### src/tcc_consts.vh
// Constants for the timer core control block: register offsets, fields, resets.
// Assumes an Avalon-MM slave with 32-bit data, one register per aligned word.
//
// How it works
// - Force strobe register always reads zero
// - Force bit performs programmed compare action now
// - Forced compare never sets channel flag
// - Force beats simultaneous match; flag stays clear
// - Unimplemented channel bits ignore writes, read zero
// - Sixteen-bit up counter ticks on prescaled clock
// - Counter writes only in special mode
// - First period after load may differ
// - Word counter access moves all sixteen bits in one access
// - Run enable low halts whole timer
// - Divide-by-64 tap stops when timer inactive
// - Halt in wait stops timer and accumulator
// - Halt in freeze stops counter, accumulator runs
// - Fast clear: capture read/compare write clears flag
// - Fast clear: counter access clears wrap flag
// - Precision select chooses eight-bit or legacy divider
// - Precision select takes first write only
// - Two-bit action: none, toggle, low, high
// - Overflow toggle beats forced compare
// - Legacy divider is power of two 1..128
`ifndef TCC_CONSTS_VH
`define TCC_CONSTS_VH

// ==========================================================
// Register indices (byte address is four times the index)
`define TCC_IDX_IOSEL 6'h00
`define TCC_IDX_FORCE 6'h01
`define TCC_IDX_CNT_HI 6'h04
`define TCC_IDX_CNT_LO 6'h05
`define TCC_IDX_CTRL1 6'h06
`define TCC_IDX_OVF_TGL 6'h07
`define TCC_IDX_ACT_HI 6'h08
`define TCC_IDX_ACT_LO 6'h09
`define TCC_IDX_CTRL2 6'h0D
`define TCC_IDX_CHFLAG 6'h0E
`define TCC_IDX_WRAPFLAG 6'h0F
`define TCC_IDX_CMP_BASE 6'h10
`define TCC_IDX_PREC 6'h2E
`define TCC_IDX_CNT_WORD 6'h30
`define TCC_IDX_MODE 6'h31

// ==========================================================
// Field positions
`define TCC_NCH 6
`define TCC_CTRL1_RUN 7
`define TCC_CTRL1_WAIT 6
`define TCC_CTRL1_FRZ 5
`define TCC_CTRL1_FFC 4
`define TCC_CTRL1_PREC 3
`define TCC_CTRL2_OVIE 7
`define TCC_WRAP_BIT 7
`define TCC_MODE_SPECIAL 0

// ==========================================================
// Reset values and widths
`define TCC_RST_8 8'h00
`define TCC_RST_16 16'h0000
`define TCC_RST_32 32'h0000_0000
`define TCC_RST_CH 6'h00
`define TCC_CNT_MAX 16'hFFFF
`define TCC_CNT_ONE 16'h0001
`define TCC_DIV64_MASK 6'h3F

`endif

### src/tcc_timer_core.v
// Timer core control: free-running counter, force-compare strobe, control one.
// Assumes Avalon-MM master on core_clk; wait, freeze, special-mode pins from other clock logic.
`timescale 1ns/1ps
`include "tcc_consts.vh"

module tcc_timer_core
(
  input wire core_clk,
  input wire nrst,
  input wire [5:0] avs_address,
  input wire avs_read,
  input wire avs_write,
  input wire [31:0] avs_writedata,
  output reg [31:0] avs_readdata,
  output reg avs_waitrequest,
  input wire cpu_wait_mode,
  input wire debug_freeze,
  input wire special_mode,
  output reg [5:0] compare_out,
  output reg [5:0] channel_event_flag,
  output reg counter_wrap_flag,
  output reg div64_tick,
  output reg accum_enable
);

  // ==========================================================
  // Pin synchronisers: two flops, first read only by second
  reg [2:0] sync1_reg;
  reg [2:0] sync2_reg;
  always @(posedge core_clk or negedge nrst)
  begin
    if (!nrst)
    begin
      sync1_reg <= 3'h0;
      sync2_reg <= 3'h0;
    end
    else
    begin
      sync1_reg <= {special_mode, debug_freeze, cpu_wait_mode};
      sync2_reg <= sync1_reg;
    end
  end
  wire wait_s = sync2_reg[0];
  wire frz_s = sync2_reg[1];
  wire spec_s = sync2_reg[2];

  // ==========================================================
  // Registers
  reg [7:0] ctrl1_reg;
  reg prec_locked_reg;
  reg [5:0] iosel_reg;
  reg [5:0] ovf_tgl_reg;
  reg [11:0] act_reg;
  reg [7:0] ctrl2_reg;
  reg [7:0] prec_reg;
  reg [15:0] cnt_reg;
  reg [7:0] presc_reg;
  reg [6:0] legacy_reg;
  reg [15:0] cmp_reg [0:5];
  reg resp_reg;

  // Bus decode; one wait state so every access answers in two cycles
  wire req = (avs_read | avs_write) & ~resp_reg;
  wire wr = avs_write & req;
  wire rd = avs_read & req;
  wire [7:0] wd = avs_writedata[7:0];
  wire cmp_hit = (avs_address[5:4] == 2'b01) & (avs_address[3:1] < 3'd6);
  wire [2:0] cmp_ch = avs_address[3:1];

  // ==========================================================
  // Run conditions
  wire run_en = ctrl1_reg[`TCC_CTRL1_RUN];
  wire wait_halt = ctrl1_reg[`TCC_CTRL1_WAIT] & wait_s;
  wire timer_active = run_en & ~wait_halt;
  wire cnt_run = timer_active & ~(ctrl1_reg[`TCC_CTRL1_FRZ] & frz_s);

  // Divider selection: legacy power of two or precision 8-bit
  wire use_prec = ctrl1_reg[`TCC_CTRL1_PREC];
  wire [7:0] legacy_div = (8'h01 << ctrl2_reg[2:0]) - 8'h01;
  wire [7:0] div_max = use_prec ? prec_reg : legacy_div;
  wire tick = timer_active & (presc_reg == div_max);

  // Counter load and wrap
  wire cnt_wr_hi = wr & spec_s & (avs_address == `TCC_IDX_CNT_HI);
  wire cnt_wr_lo = wr & spec_s & (avs_address == `TCC_IDX_CNT_LO);
  wire cnt_wr_w = wr & spec_s & (avs_address == `TCC_IDX_CNT_WORD);
  wire cnt_load = cnt_wr_hi | cnt_wr_lo | cnt_wr_w;
  wire cnt_step = tick & cnt_run;
  wire wrap = cnt_step & (cnt_reg == `TCC_CNT_MAX) & ~cnt_load;
  wire cnt_access = req & ((avs_address == `TCC_IDX_CNT_HI) | (avs_address == `TCC_IDX_CNT_LO)
                    | (avs_address == `TCC_IDX_CNT_WORD));
  wire ffc = ctrl1_reg[`TCC_CTRL1_FFC];

  // ==========================================================
  // Prescaler and counter; a load leaves the prescaler running, so the
  // first period after it may be short
  always @(posedge core_clk or negedge nrst)
  begin
    if (!nrst)
    begin
      presc_reg <= `TCC_RST_8;
      legacy_reg <= 7'h00;
      cnt_reg <= `TCC_RST_16;
      div64_tick <= 1'b0;
      accum_enable <= 1'b0;
    end
    else
    begin
      if (timer_active)
        presc_reg <= tick ? `TCC_RST_8 : presc_reg + 8'h01;
      legacy_reg <= timer_active ? legacy_reg + 7'h01 : legacy_reg;
      div64_tick <= timer_active & (legacy_reg[5:0] == `TCC_DIV64_MASK);
      accum_enable <= timer_active;
      if (cnt_wr_w)
        cnt_reg <= avs_writedata[15:0];
      else if (cnt_wr_hi)
        cnt_reg <= {wd, cnt_reg[7:0]};
      else if (cnt_wr_lo)
        cnt_reg <= {cnt_reg[15:8], wd};
      else if (cnt_step)
        cnt_reg <= cnt_reg + `TCC_CNT_ONE;
    end
  end

  // ==========================================================
  // Compare match and forced compare
  reg [5:0] match;
  reg [5:0] force_v;
  reg [5:0] out_next;
  reg [5:0] flag_next;
  integer i;
  always @*
  begin
    match = 6'h00;
    force_v = 6'h00;
    out_next = compare_out;
    flag_next = channel_event_flag;
    for (i = 0; i < `TCC_NCH; i = i + 1)
    begin
      match[i] = iosel_reg[i] & cnt_step & (cmp_reg[i] == cnt_reg);
      force_v[i] = wr & (avs_address == `TCC_IDX_FORCE) & wd[i] & iosel_reg[i];
      if (wrap & ovf_tgl_reg[i] & iosel_reg[i])
        out_next[i] = ~compare_out[i];
      else if (force_v[i] | match[i])
        case (act_reg[2*i +: 2])
          2'b01: out_next[i] = ~compare_out[i];
          2'b10: out_next[i] = 1'b0;
          2'b11: out_next[i] = 1'b1;
          default: out_next[i] = compare_out[i];
        endcase
      // Software and fast clears first, so a new event still wins
      if (wr & (avs_address == `TCC_IDX_CHFLAG) & wd[i])
        flag_next[i] = 1'b0;
      if (ffc & cmp_hit & (cmp_ch == i) & ((rd & ~iosel_reg[i]) | (wr & iosel_reg[i])))
        flag_next[i] = 1'b0;
      if (match[i] & ~force_v[i])
        flag_next[i] = 1'b1;
    end
  end

  // ==========================================================
  // Register writes and flags
  always @(posedge core_clk or negedge nrst)
  begin
    if (!nrst)
    begin
      ctrl1_reg <= `TCC_RST_8;
      prec_locked_reg <= 1'b0;
      iosel_reg <= `TCC_RST_CH;
      ovf_tgl_reg <= `TCC_RST_CH;
      act_reg <= 12'h000;
      ctrl2_reg <= `TCC_RST_8;
      prec_reg <= `TCC_RST_8;
      compare_out <= `TCC_RST_CH;
      channel_event_flag <= `TCC_RST_CH;
      counter_wrap_flag <= 1'b0;
      // Spelled out so the loop index stays owned by the compare logic
      cmp_reg[0] <= `TCC_RST_16;
      cmp_reg[1] <= `TCC_RST_16;
      cmp_reg[2] <= `TCC_RST_16;
      cmp_reg[3] <= `TCC_RST_16;
      cmp_reg[4] <= `TCC_RST_16;
      cmp_reg[5] <= `TCC_RST_16;
    end
    else
    begin
      compare_out <= out_next;
      channel_event_flag <= flag_next;
      // Wrap set wins over any clear in the same cycle
      if (wrap)
        counter_wrap_flag <= 1'b1;
      else if ((ffc & cnt_access) | (wr & (avs_address == `TCC_IDX_WRAPFLAG) & wd[`TCC_WRAP_BIT]))
        counter_wrap_flag <= 1'b0;
      if (wr)
      begin
        case (avs_address)
          `TCC_IDX_CTRL1:
          begin
            ctrl1_reg[7:4] <= wd[7:4];
            if (!prec_locked_reg)
            begin
              ctrl1_reg[`TCC_CTRL1_PREC] <= wd[`TCC_CTRL1_PREC];
              prec_locked_reg <= 1'b1;
            end
          end
          `TCC_IDX_IOSEL: iosel_reg <= wd[5:0];
          `TCC_IDX_OVF_TGL: ovf_tgl_reg <= wd[5:0];
          `TCC_IDX_ACT_HI: act_reg[11:8] <= wd[3:0];
          `TCC_IDX_ACT_LO: act_reg[7:0] <= wd;
          `TCC_IDX_CTRL2: ctrl2_reg <= {wd[7], 4'h0, wd[2:0]};
          `TCC_IDX_PREC: prec_reg <= wd;
          default:
          begin
            if (cmp_hit)
            begin
              if (avs_address[0])
                cmp_reg[cmp_ch] <= {cmp_reg[cmp_ch][15:8], wd};
              else
                cmp_reg[cmp_ch] <= {wd, cmp_reg[cmp_ch][7:0]};
            end
          end
        endcase
      end
    end
  end

  // ==========================================================
  // Read mux; force strobe and unmapped addresses read zero
  reg [31:0] rdata;
  always @*
  begin
    rdata = `TCC_RST_32;
    case (avs_address)
      `TCC_IDX_FORCE: rdata = `TCC_RST_32;
      `TCC_IDX_IOSEL: rdata = {26'h0, iosel_reg};
      `TCC_IDX_CNT_HI: rdata = {24'h0, cnt_reg[15:8]};
      `TCC_IDX_CNT_LO: rdata = {24'h0, cnt_reg[7:0]};
      `TCC_IDX_CNT_WORD: rdata = {16'h0, cnt_reg};
      `TCC_IDX_CTRL1: rdata = {24'h0, ctrl1_reg[7:3], 3'h0};
      `TCC_IDX_OVF_TGL: rdata = {26'h0, ovf_tgl_reg};
      `TCC_IDX_ACT_HI: rdata = {28'h0, act_reg[11:8]};
      `TCC_IDX_ACT_LO: rdata = {24'h0, act_reg[7:0]};
      `TCC_IDX_CTRL2: rdata = {24'h0, ctrl2_reg};
      `TCC_IDX_CHFLAG: rdata = {26'h0, channel_event_flag};
      `TCC_IDX_WRAPFLAG: rdata = {24'h0, counter_wrap_flag, 7'h0};
      `TCC_IDX_PREC: rdata = {24'h0, prec_reg};
      `TCC_IDX_MODE: rdata = {31'h0, spec_s};
      default:
        if (cmp_hit)
          rdata = {24'h0, avs_address[0] ? cmp_reg[cmp_ch][7:0] : cmp_reg[cmp_ch][15:8]};
    endcase
  end

  // Answer: waitrequest high in request cycle, low the next
  always @(posedge core_clk or negedge nrst)
  begin
    if (!nrst)
    begin
      resp_reg <= 1'b0;
      avs_waitrequest <= 1'b1;
      avs_readdata <= `TCC_RST_32;
    end
    else
    begin
      resp_reg <= req;
      avs_waitrequest <= ~req;
      if (rd)
        avs_readdata <= rdata;
    end
  end

endmodule // tcc_timer_core

### config.mk
export PLATFORM = sky130hd
export DESIGN_NAME = tcc_timer_core
export DESIGN_NICKNAME = d
export VERILOG_FILES = /design/src/tcc_timer_core.v
export VERILOG_INCLUDE_DIRS = /design/src
export SDC_FILE = /design/constraint.sdc
export NUM_CORES = 1
export LEC_CHECK = 0
export BUFFER_PORTS_ARGS = -buffer_cell sky130_fd_sc_hd__buf_2
export CORE_MARGIN = 1.5
export CORE_UTILIZATION = 45
export CTS_CLUSTER_DIAMETER = 40
export CTS_CLUSTER_SIZE = 30
export DETAILED_ROUTE_END_ITERATION = 10
export PLACE_DENSITY = 0.61
export SKIP_CTS_REPAIR_TIMING = 1
export SLEW_MARGIN = 10
export SYNTH_ARGS = -nofsm -noshare
export SYNTH_HDL_FRONTEND = slang
export SYNTH_SLANG_ARGS = --single-unit
### constraint.sdc
create_clock -name core_clk -period 6.94 [get_ports core_clk]
set_input_delay 0.347 -clock core_clk [delete_from_list [all_inputs] [get_ports core_clk]]
set_output_delay 0.347 -clock core_clk [all_outputs]
set_load 0.05 [all_outputs]
Yosys cells after proc, flatten, opt, wreduce, memory -nomap -nowiden

Cells that the tools add are included.
Widths: inputs -> output; s select.

Register bits: 224
Output and inout bits: 48
Logic and storage cells: 332
Bits in writable memories: 0
Bits in latches: 0
Memories kept: 0
Memory bits (read-only): 0
Input bits: 45

Mux-type cells: 55
Reduce and logical (&&, ||, !) cells: 42
Shift-type cells: 1
$lt $le $gt $ge: 3
Add/subtract/negate cells: 4
Equality and inequality tests: 48
Div/mod/pow operators: 0
Bitwise logic cells: 140
Multiply operators: 0

Operators by type and width:

| kind                  | count |
|---|---|
| $pmux 16 s14          | 1 |
| $bwmux 96             | 2 |
| $mux 16               | 7 |
| $and 1x1->1           | 96 |
| $eq 16x16->1          | 6 |
| $mux 96               | 1 |
| $bmux 16 s3           | 1 |
| $demux 16 s3          | 1 |
| $mux 1                | 32 |
| $mux 8                | 4 |
| $eq 6x4->1 const B    | 5 |
| $reduce_and 2->1      | 15 |
| $not 1->1             | 25 |
| $eq 2x2->1 const B    | 12 |
| $eq 6x3->1 const B    | 4 |
| $eq 6x6->1 const B    | 4 |
| $reduce_bool 3->1     | 8 |
| $reduce_bool 4->1     | 6 |
| $or 1x1->1            | 18 |
| $pmux 1 s3            | 6 |
| $add 16x1->16 const B | 1 |
| $eq 16x16->1 const B  | 1 |
| $eq 2x1->1 const B    | 7 |
| $reduce_bool 2->1     | 7 |
| other kinds (20)      | 23 |

Longest topological paths before layout

Gate-level depths: netlist of the first run.

Word-level depth: 13
Depth in mapped cells: 11
Gate-level depth less buffers: 9

Worst setup path after synthesis of the first run

OpenSTA, ideal clock, no wires.

Kind: reg2reg
Start: register ctrl1_reg[3]
End: register compare_out[0]
Arrival: 2.060 ns
Slack: 4.755 ns
Required time: 6.815 ns
Stages on the path, launching flop included: 11
Period minus slack after synthesis: 2.185 ns
Cell sequence: dfrtp_1 > buf_6 > nor3_2 > o21bai_1 > a32o_1 > nor4_4 > buf_4 > nand3_1 > nand2_1 > mux2i_1 > nand2_1

Longest elaborated chain between the ends: 10
Elaborated cells between the ends (all ways): 15
Those cells by class: eq/ne (1); mux (2); bitwise (9); reduce/logical (3)

RTL lines:

| item                                                                    | RTL line             | source |
|---|---|---|
| start, declared                                                         | tcc_timer_core.v:49  | `reg [7:0] ctrl1_reg;` |
| start signal, assigned                                                  | tcc_timer_core.v:167 | `` ctrl1_reg <= `TCC_RST_8; `` |
| start signal, assigned by index                                         | tcc_timer_core.v:202 | `` ctrl1_reg[`TCC_CTRL1_PREC] <= wd[`TCC_CTRL1_PREC]; `` |
| $mux 8 *                                                                | tcc_timer_core.v:80  | `wire [7:0] div_max = use_prec ? prec_reg : legacy_div;` |
| $eq 8x8->1 *                                                            | tcc_timer_core.v:81  | `wire tick = timer_active & (presc_reg == div_max);` |
| $and 1x1->1 *                                                           | tcc_timer_core.v:81  |  |
| $and 1x1->1 *                                                           | tcc_timer_core.v:88  | `wire cnt_step = tick & cnt_run;` |
| $and 1x1->1 (2 in a row)                                                | tcc_timer_core.v:89  | `` wire wrap = cnt_step & (cnt_reg == `TCC_CNT_MAX) & ~cnt_load; `` |
| $and 1x1->1 (2 in a row)                                                | tcc_timer_core.v:142 | `if (wrap & ovf_tgl_reg[i] & iosel_reg[i])` |
| $reduce_bool 4->1 (no source line) or $reduce_bool 2->1 (tied branches) | -                    |  |
| $reduce_and 2->1 (no source line)                                       | -                    |  |
| end signal, assigned                                                    | tcc_timer_core.v:174 | `` compare_out <= `TCC_RST_CH; `` |
| end signal, assigned                                                    | tcc_timer_core.v:187 | `compare_out <= out_next;` |
| end, declared                                                           | tcc_timer_core.v:19  | `output reg [5:0] compare_out,` |

Mark *: on every way between the ends. The rest lies on a longest branch, timed or not.
A chain may end at the register's enable or synchronous reset.

Worst setup path after layout of the first run

Start: register cnt_reg[0]
End: register compare_out[0]

Longest elaborated chain between the ends: 7
Elaborated cells between the ends (all ways): 12
Those cells by class: eq/ne (2); mux (1); bitwise (6); reduce/logical (3)

RTL lines:

| item                                                                    | RTL line             | source |
|---|---|---|
| start, declared                                                         | tcc_timer_core.v:56  | `reg [15:0] cnt_reg;` |
| start signal, assigned                                                  | tcc_timer_core.v:103 | `` cnt_reg <= `TCC_RST_16; `` |
| start signal, assigned                                                  | tcc_timer_core.v:115 | `cnt_reg <= avs_writedata[15:0];` |
| start signal, assigned                                                  | tcc_timer_core.v:117 | `cnt_reg <= {wd, cnt_reg[7:0]};` |
| $eq 16x16->1 (no source line)                                           | -                    |  |
| $and 1x1->1 (2 in a row)                                                | tcc_timer_core.v:89  |  |
| $and 1x1->1 (2 in a row)                                                | tcc_timer_core.v:142 |  |
| $reduce_bool 4->1 (no source line) or $reduce_bool 2->1 (tied branches) | -                    |  |
| $reduce_and 2->1 (no source line)                                       | -                    |  |

Several ways; a longest one is shown, not always the timed one.

==> out/qor.yml, run 1 <==
worst-endpoint-arrival_ns: 3.71
cts_sinks: 207
largest_register_ffs: 96
fin_crit_ns: 3.315
overflow: 0
routedWlPerCell_um: 23.99
hold_viol: 0
endpoint_kind: "flop"
hold_slack_ns: 0.1229
synth-edff-count: 0
peakVddDrop_mv: 0.1574
fmax_ghz: 0.3016
synthCells: 1342
grt_max_degree: 97
layout-drive-gt1-share_pct: 16.83
dr.pass1.iters: 5
globalplace.congestion: 0.9713
drv_slew: 0
grt_use_total_pct: 29.55
portBuffers: 60
synth_commonest_cells: "206 x dfrtp_1, 150 x a21oi_1, 140 x nand2_1"
num_rows: 60
leakage_uw: 0.005966
hold_end: "cnt_reg[8]"
startpoint_type: "flop"
async_flop_share_pct: 100.0
yosysMostFrequentCell: "dfrtp_1"
setup_tns_ns: 0
powerDensity_nw_per_um2: 308.7
critPathSlowestCell: "dfrtp_1"
ctsLongestPathBuffers: 3
antenna_found_initial: 0
start_util_pct: 45.73
syn_area_um2: 12290
vias_per_cell: 6.142
hold_depth: 3
cts-root-buf: "clkbuf_16"
drt_iter0_markers: 1205
yosysUniqueCellTypes: 82
first_global_vias: 9897
slew_headroom_pct: 21.96
cpPeakStageDelay_ns: 0.85
critical_path.cell_chain: "ha_1 -> nand3_1 -> nor3_1 -> and3_1 -> and4_1 -> a2111oi_2 -> a311oi_1 -> nand2_1"
clk_latency_ns: 0.53
htreeDepth: 2
yosysTopAreaCell: "dfrtp_1"
cts_tree: "done"
holdCritPathClass: "in -> reg"
drc_errors: 0
hpwlAfterDp_mm: 28.34
fin_crit_sh_pct: 47.77
syn_to_final_growth_pct: 14.20
rsz0062_at_grt: "no"
path_max_fanout: 11
core_um2: 26880
r2r_start: "cnt_reg[0]"
synth_area_leaders: "dfrtp_1 42%, a21oi_1 6.1%, xnor2_1 5.6%"
die_w_um: 168.3
cts_buffers: 37
io_pins: 93
die_h_um: 168.3
regToRegSetupSlack_ns: 3.62
cts.reportedPaths.clkPinSlew_ns: 0.06
power_uw: 4334
grt_first_pass_wirelength_mm: 62.77
setup_viol: 0
rr_worst_depth: 8
crit_type: "reg -> reg"
reg2reg_to: "compare_out[0]"
outcome: "completed"
fp.dieArea_um2: 28310
fin_nets: 1418
routed_wl_mm: 41.68
ant_nets: 0
synth-seq-cells: 207
synth_ff_type: "dfrtp_1"
worst_slew_pin_slew_ns: 1.168
ys_seq_area_share_pct: 42.16
maxCapViolations: 0
clock_skew_ns: 0.03081
worst_hold_startpoint: "avs_writedata[8]"
cp.required_ns: 7.34
antenna_cells: 0
yosysTopAreaCellShare_pct: 41.94
syn_area_per_cell_um2: 9.158
vias: 10669
ys_warn_count: 0
==> worst max-delay path by stage <==
stage	from	slack (ns)	to
3_3_place_gp	avs_address[1]	3.51	cnt_reg[8]
6_report	cnt_reg[0]	3.62	compare_out[0]
5_1_grt	cnt_reg[0]	3.46	compare_out[3]
3_5_place_dp	avs_address[1]	3.47	cnt_reg[15]
4_1_cts	cnt_reg[0]	3.74	compare_out[0]
2_1_floorplan	ctrl1_reg[3]	4.76	compare_out[0]
==> metrics by stage <==
| stage | cells | cell area (um2) | setup slack (ns) | util (%) |
|---|---|---|---|---|
| after detailed placement | 1665 | 12660 | 3.471 | 47.09 |
| final | 1737 | 14040 | 3.625 | 52.23 |
| after floorplan | 1357 | 12350 | 4.755 | - |
| after global placement | 1665 | 12660 | 3.506 | 47.09 |
| after CTS | 1733 | 14000 | 3.736 | 52.08 |
| after global routing | 1737 | 14040 | 3.458 | 52.23 |
==> cells by family (layout without fill, tap and decap cells) <==
logic type                 count (synthesis)  count (layout)  share of synthesized area, %
other                                      1              16                       0.03051
and+or+nand+nor                          440             440                         17.38
adders and majority gates                  6               6                        0.6108
xor gates and xnor gates                 118             118                         8.409
buffers and inverters                    125             164                         5.070
AOI/OAI and AO/OA                        359             359                         17.20
DFF                                      207             207                         42.16
muxes                                     86              86                         9.142
==> final cells by class <==
class                   count  area [um2]
well taps                 341       426.7
fillers                  2454       12840
inverters                  15       56.30
repair buffers             81       478.0
clock inverters            28       382.9
flip-flops and latches    207        5181
clock buffers              40       957.2
multi-input cells        1025        6554
==> cells in the final DEF, fill, tap and decap left out, types with 16 or more instances in the layout <==
cell type,netlist,routed
buf_4,22,17
o21ai_0,102,102
nand3_1,44,44
nand2_1,140,140
mux2_2,50,50
clkbuf_16,0,37
xnor2_1,79,79
and3_1,18,18
nand4_1,29,29
buf_2,21,59
conb_1,1,16
mux2i_1,20,20
nor2_1,113,111
dfrtp_1,206,206
a21oi_1,150,150
mux4_2,16,16
xor2_1,39,39
==> critical path, delay by kind of cell (launching register included) <==
family          cells  cell delay [ns]
compound gates      2             0.39
fa+ha+maj           1             0.31
flops               1             0.85
simple gates        5             1.63
==> power by group <==
| part | leakage, uW | switching [uW] | internal, uW |
|---|---|---|---|
| clock network | 0.000642 | 700 | 1250 |
| logic | 0.00261 | 458 | 313 |
| registers | 0.00272 | 254 | 1360 |
==> layer usage <==
metal  vias to the layer above  share of wire [%]  track usage (%)
met5                         -                  0                0
li1                       4828                  -                -
met3                        97                 10            6.465
met2                       566                 43            42.86
met4                         0                4.1            12.11
met1                      5178                 43            42.69
Note: power is estimated with default switching activity, not from simulation.
==> run 2: changes to the inputs <==
- PLACE_DENSITY: 0.61 -> 0.63
- clock period: 6.94 -> 2.7 ns (I/O delays scaled with it)
==> out/qor.yml, run 2 (same netlist as run 1, synthesis figures left out) <==
fp.dieArea_um2: 28310
cts_sinks: 207
leakage_uw: 0.006373
ant_nets: 0
powerDensity_nw_per_um2: 755.2
crit_buf_inv: 1
routedWlPerCell_um: 23.81
final_cell_mix: "205 x dfrtp_1, 150 x a21oi_1, 140 x nand2_1, 111 x nor2_1, 102 x o21ai_0"
drc_errors: 0
grt_use_total_pct: 30.86
vias: 11131
reg2reg_to: "compare_out[1]"
portBuffers: 60
hold_depth: 3
vias_per_cell: 6.109
r2r_start: "ctrl2_reg[2]"
worst_hold_startpoint: "avs_writedata[12]"
die_w_um: 168.3
die_h_um: 168.3
slew_headroom_pct: 34.64
cts.reportedPaths.clkPinSlew_ns: 0.06
hpwlAfterDp_mm: 31.12
layout-drive-gt1-share_pct: 21.04
dr.pass1.iters: 5
first_global_vias: 10719
crit_family: "simple AND/OR/NAND/NOR gates"
seqPwrFrac_pct: 36.0
clk_latency_ns: 0.51
hold_viol: 2
setup_viol: 0
largest_register_ffs: 96
critical_path_depth: 9
fmax_ghz: 0.3920
drt_iter0_markers: 1152
holdCritPathClass: "in -> reg"
outcome: "finished with violations"
start_util_pct: 45.73
p_switching_uw: 3673
antenna_found_initial: 3
stdcell_count: 1822
fin_crit_sh_pct: 94.47
worst-endpoint-arrival_ns: 2.94
num_rows: 60
crit_type: "reg -> reg"
grt_max_degree: 88
startpoint_type: "flop"
peakVddDrop_mv: 0.5604
violations: "hold timing"
clock_skew_ns: 0.01712
p_int_uw: 7432
routed_wl_mm: 43.38
fin_crit_ns: 2.551
grt_first_pass_wirelength_mm: 65.91
globalplace.congestion: 0.9757
fin_nets: 1501
ctsLongestPathBuffers: 3
cts_tree: "done"
pwr-share-clk_pct: 43.2
hold_slack_ns: -0.03918
path_max_fanout: 10
crit_path_frequent_cell: "nand4_1"
regToRegSetupSlack_ns: 0.15
swShare_pct: 33.08
htreeDepth: 2
hold_end: "cnt_reg[12]"
io_pins: 93
post-route-util_pct: 54.72
overflow: 0
final_common_cell: "dfrtp_1"
cpPeakStageDelay_ns: 0.52
post-place-cells: 1737
drv_slew: 0
core_um2: 26880
cp.required_ns: 3.09
rr_worst_depth: 9
critPathSlowestCell: "dfrtp_1"
p_comb_share_pct: 20.9
syn_to_final_growth_pct: 19.65
cts_buffers: 38
cts-root-buf: "clkbuf_16"
setup_tns_ns: 0
endpoint_kind: "flop"
maxCapViolations: 0
critical_path.cell_chain: "nor4_2 -> or3_1 -> nand4_1 -> nor4_4 -> buf_4 -> nand4_1 -> nand2_1 -> a41o_1 -> a211oi_2"
worst_slew_pin_slew_ns: 0.9768
==> run 2: worst max path at each step <==
stage                 start              to  slack [ns]
4_1_cts        ctrl1_reg[3]  compare_out[1]        0.09
3_5_place_dp   ctrl1_reg[3]  compare_out[1]        0.10
6_report       ctrl2_reg[2]  compare_out[1]        0.15
2_1_floorplan  ctrl1_reg[3]  compare_out[0]        0.52
5_1_grt        ctrl2_reg[2]  compare_out[1]       -0.05
3_3_place_gp     cnt_reg[8]  compare_out[0]        0.22
==> run 2: through the flow <==
step,worst slack (ns),cell area [um2],power [uW]
floorplan,0.5155,12350,5424
global placement,0.2203,13260,6207
detailed placement,0.1003,13260,6261
CTS,0.08805,14530,11070
global route,-0.04905,14700,11520
finish,0.1492,14710,11110
==> run 2: power groups by stage <==
stage                     sequential [uW]  combinational (uW)  clock (uW)
after detailed placement             4020                2240           0
after CTS                            3970                2250        4840
after global placement               4010                2200           0
after global routing                 4040                2490        4990
final                                3990                2320        4790
after floorplan                      3960                1470           0
==> run 2: layout make-up <==
cell class / instances / area (um2)
clock buffers: 43 / 999.7
well taps: 341 / 426.7
repair buffers: 163 / 1181
fillers: 2462 / 12170
flip-flops and latches: 207 / 5182
inverters: 15 / 56.30
diodes: 3 / 7.507
multi-input cells: 1025 / 6578
clock inverters: 25 / 274.0
==> run 2: worst min-delay path, stage by stage <==
cell and delay, ns:
buf_2 0.08, o21ai_0 0.08, o21ai_0 0.13
==> run 2: routing by layer <==
layer / vias up / GRT usage (%) / share of wire [%]
met1: 5425 / 42.56 / 42
met2: 584 / 46.71 / 43
met3: 126 / 7.546 / 10
li1: 4992 / - / -
met5: - / 0 / 0.058
met4: 4 / 12.27 / 4.2
==> run 3: changes to the inputs <==
- REMOVE_ABC_BUFFERS: default -> 1
==> out/qor.yml, run 3 (same netlist as run 1, synthesis figures left out) <==
outcome: "finished with violations"
violations: "hold timing"
holdCritPathClass: "in -> reg"
endpoint_kind: "flop"
antenna_cells: 0
antenna_found_initial: 0
rsz0062_at_grt: "no"
final.fill_count: 2387
drv_slew: 0
crit_type: "reg -> reg"
portBuffers: 60
cts_sinks: 207
fin_nets: 1498
routedWlPerCell_um: 23.68
rr_worst_depth: 9
regToRegSetupSlack_ns: 0.15
hold_depth: 3
io_pins: 93
maxCapViolations: 0
core_um2: 26880
grt_first_pass_wirelength_mm: 66.19
powerDensity_nw_per_um2: 777.7
hold_viol: 4
vias_per_cell: 6.109
start_util_pct: 45.73
crit_buf_inv: 1
power_uw: 11470
worst-endpoint-arrival_ns: 2.96
clk_latency_ns: 0.53
syn_to_final_growth_pct: 19.96
globalplace.congestion: 0.9998
drc_errors: 0
r2r_start: "ctrl2_reg[1]"
vias: 11107
overflow: 0
worst_hold_startpoint: "avs_writedata[15]"
first_global_vias: 10755
critPathSlowestCell: "dfrtp_1"
die_h_um: 168.3
startpoint_type: "flop"
routed_wl_mm: 43.05
cts_buffers: 40
drt_iter0_markers: 1332
placedInstanceArea_um2: 13220
worst_slew_pin_slew_ns: 0.7686
peakVddDrop_mv: 0.3961
die_w_um: 168.3
critical_path.cell_chain: "a21boi_0 -> o21bai_1 -> a32o_1 -> nor4_4 -> buf_4 -> nand4_1 -> nand2_1 -> a41o_1 -> a211oi_2"
crit_family: "compound AO/OA/AOI/OAI gates"
ant_nets: 0
path_max_fanout: 17
num_rows: 60
fp.dieArea_um2: 28310
fin_crit_ns: 2.555
cts_tree: "done"
grt_max_degree: 90
final_cell_mix: "204 x dfrtp_1, 150 x a21oi_1, 140 x nand2_1, 111 x nor2_1, 102 x o21ai_0"
setup_viol: 0
fmax_ghz: 0.3915
hold_end: "cnt_reg[15]"
dr.pass1.iters: 5
cts-root-buf: "clkbuf_16"
slew_headroom_pct: 48.57
reg2reg_to: "compare_out[1]"
final_common_cell: "dfrtp_1"
post-route-util_pct: 54.86
cts.reportedPaths.clkPinSlew_ns: 0.05
cpPeakStageDelay_ns: 0.51
fin_crit_sh_pct: 94.62
leakage_uw: 0.006400
clock_skew_ns: 0.01997
design_area_um2: 14740
cp.required_ns: 3.10
ctsLongestPathBuffers: 3
largest_register_ffs: 96
hold_slack_ns: -0.04038
htreeDepth: 2
layout-drive-gt1-share_pct: 20.79
hpwlAfterDp_mm: 31.28
grt_use_total_pct: 30.86
==> run 3: cell count changes in the layout (fill, tap and decap cells not counted), moves of 2 or more <==
cell	previous run	this run
clkbuf_16	38	41
dlygate4sd3_1	14	12
clkbuf_1	2	4
buf_4	84	82
diode_2	3	0
nor4_2	6	3
bufinv_16	3	6
nor4_1	8	11
inv_8	3	1
clkinv_4	1	3
==> run 3: layout make-up <==
cell class | instances | area, um2 | share of cell area (%)
Multi-Input combinational cell | 1025 | 6554 | 44.45
Sequential cell | 207 | 5184 | 35.16
Timing Repair Buffer | 158 | 1126 | 7.637
Clock buffer | 47 | 1069 | 7.247
Tap cell | 341 | 426.7 | 2.894
Clock inverter | 25 | 329.1 | 2.232
Inverter | 15 | 56.30 | 0.3819
==> run 3: worst register-to-register path, stage by stage, from the launching register on <==
cell	delay, ns
dfrtp_1	0.51
a21boi_0	0.26
o21bai_1	0.10
a32o_1	0.27
nor4_4	0.27
buf_4	0.31
nand4_1	0.24
nand2_1	0.22
a41o_1	0.21
a211oi_2	0.04
==> run 3: how the worst max path moves through the flow <==
| stage | slack [ns] | start | cells after the start | end |
|---|---|---|---|---|
| 6_report | 0.15 | ctrl2_reg[1] | 9 | compare_out[1] |
| 5_1_grt | 0.04 | cmp_reg[28] | 9 | compare_out[4] |
| 3_3_place_gp | 0.23 | cnt_reg[2] | 9 | compare_out[4] |
| 3_5_place_dp | 0.16 | ctrl1_reg[3] | 9 | compare_out[1] |
| 4_1_cts | 0.15 | ctrl1_reg[3] | 9 | compare_out[1] |
| 2_1_floorplan | -0.40 | resp_reg | 6 | cmp_reg[46] |
==> run 3: layer usage <==
metal	share of wire [%]	vias to the layer above	GRT usage, %
li1	-	4976	-
met1	42	5412	42.71
met2	44	594	47.39
met3	9.2	125	5.924
met4	4.4	0	12.97
met5	0	-	0
==> run 3: per-stage QoR <==
stage	hold slack (ns)	setup slack [ns]	setup TNS [ns]	std cells
after global routing	0.01632	0.03849	0	1818
after detailed placement	0.2166	0.1613	0	1734
after floorplan	-0.1606	-0.3961	-4.525	1247
final	-0.04038	0.1454	0	1818
after global placement	0.2127	0.2261	0	1734
after CTS	-0.3220	0.1477	0	1806
==> run 3: where the power goes <==
part / leakage, uW / total [uW] / internal (uW) / switching, uW
Sequential: 0.00271 / 4040 / 3500 / 540
Clock: 0.000676 / 5180 / 3430 / 1750
Combinational: 0.00301 / 2250 / 929 / 1320
Total: 0.00640 / 11500 / 7860 / 3610
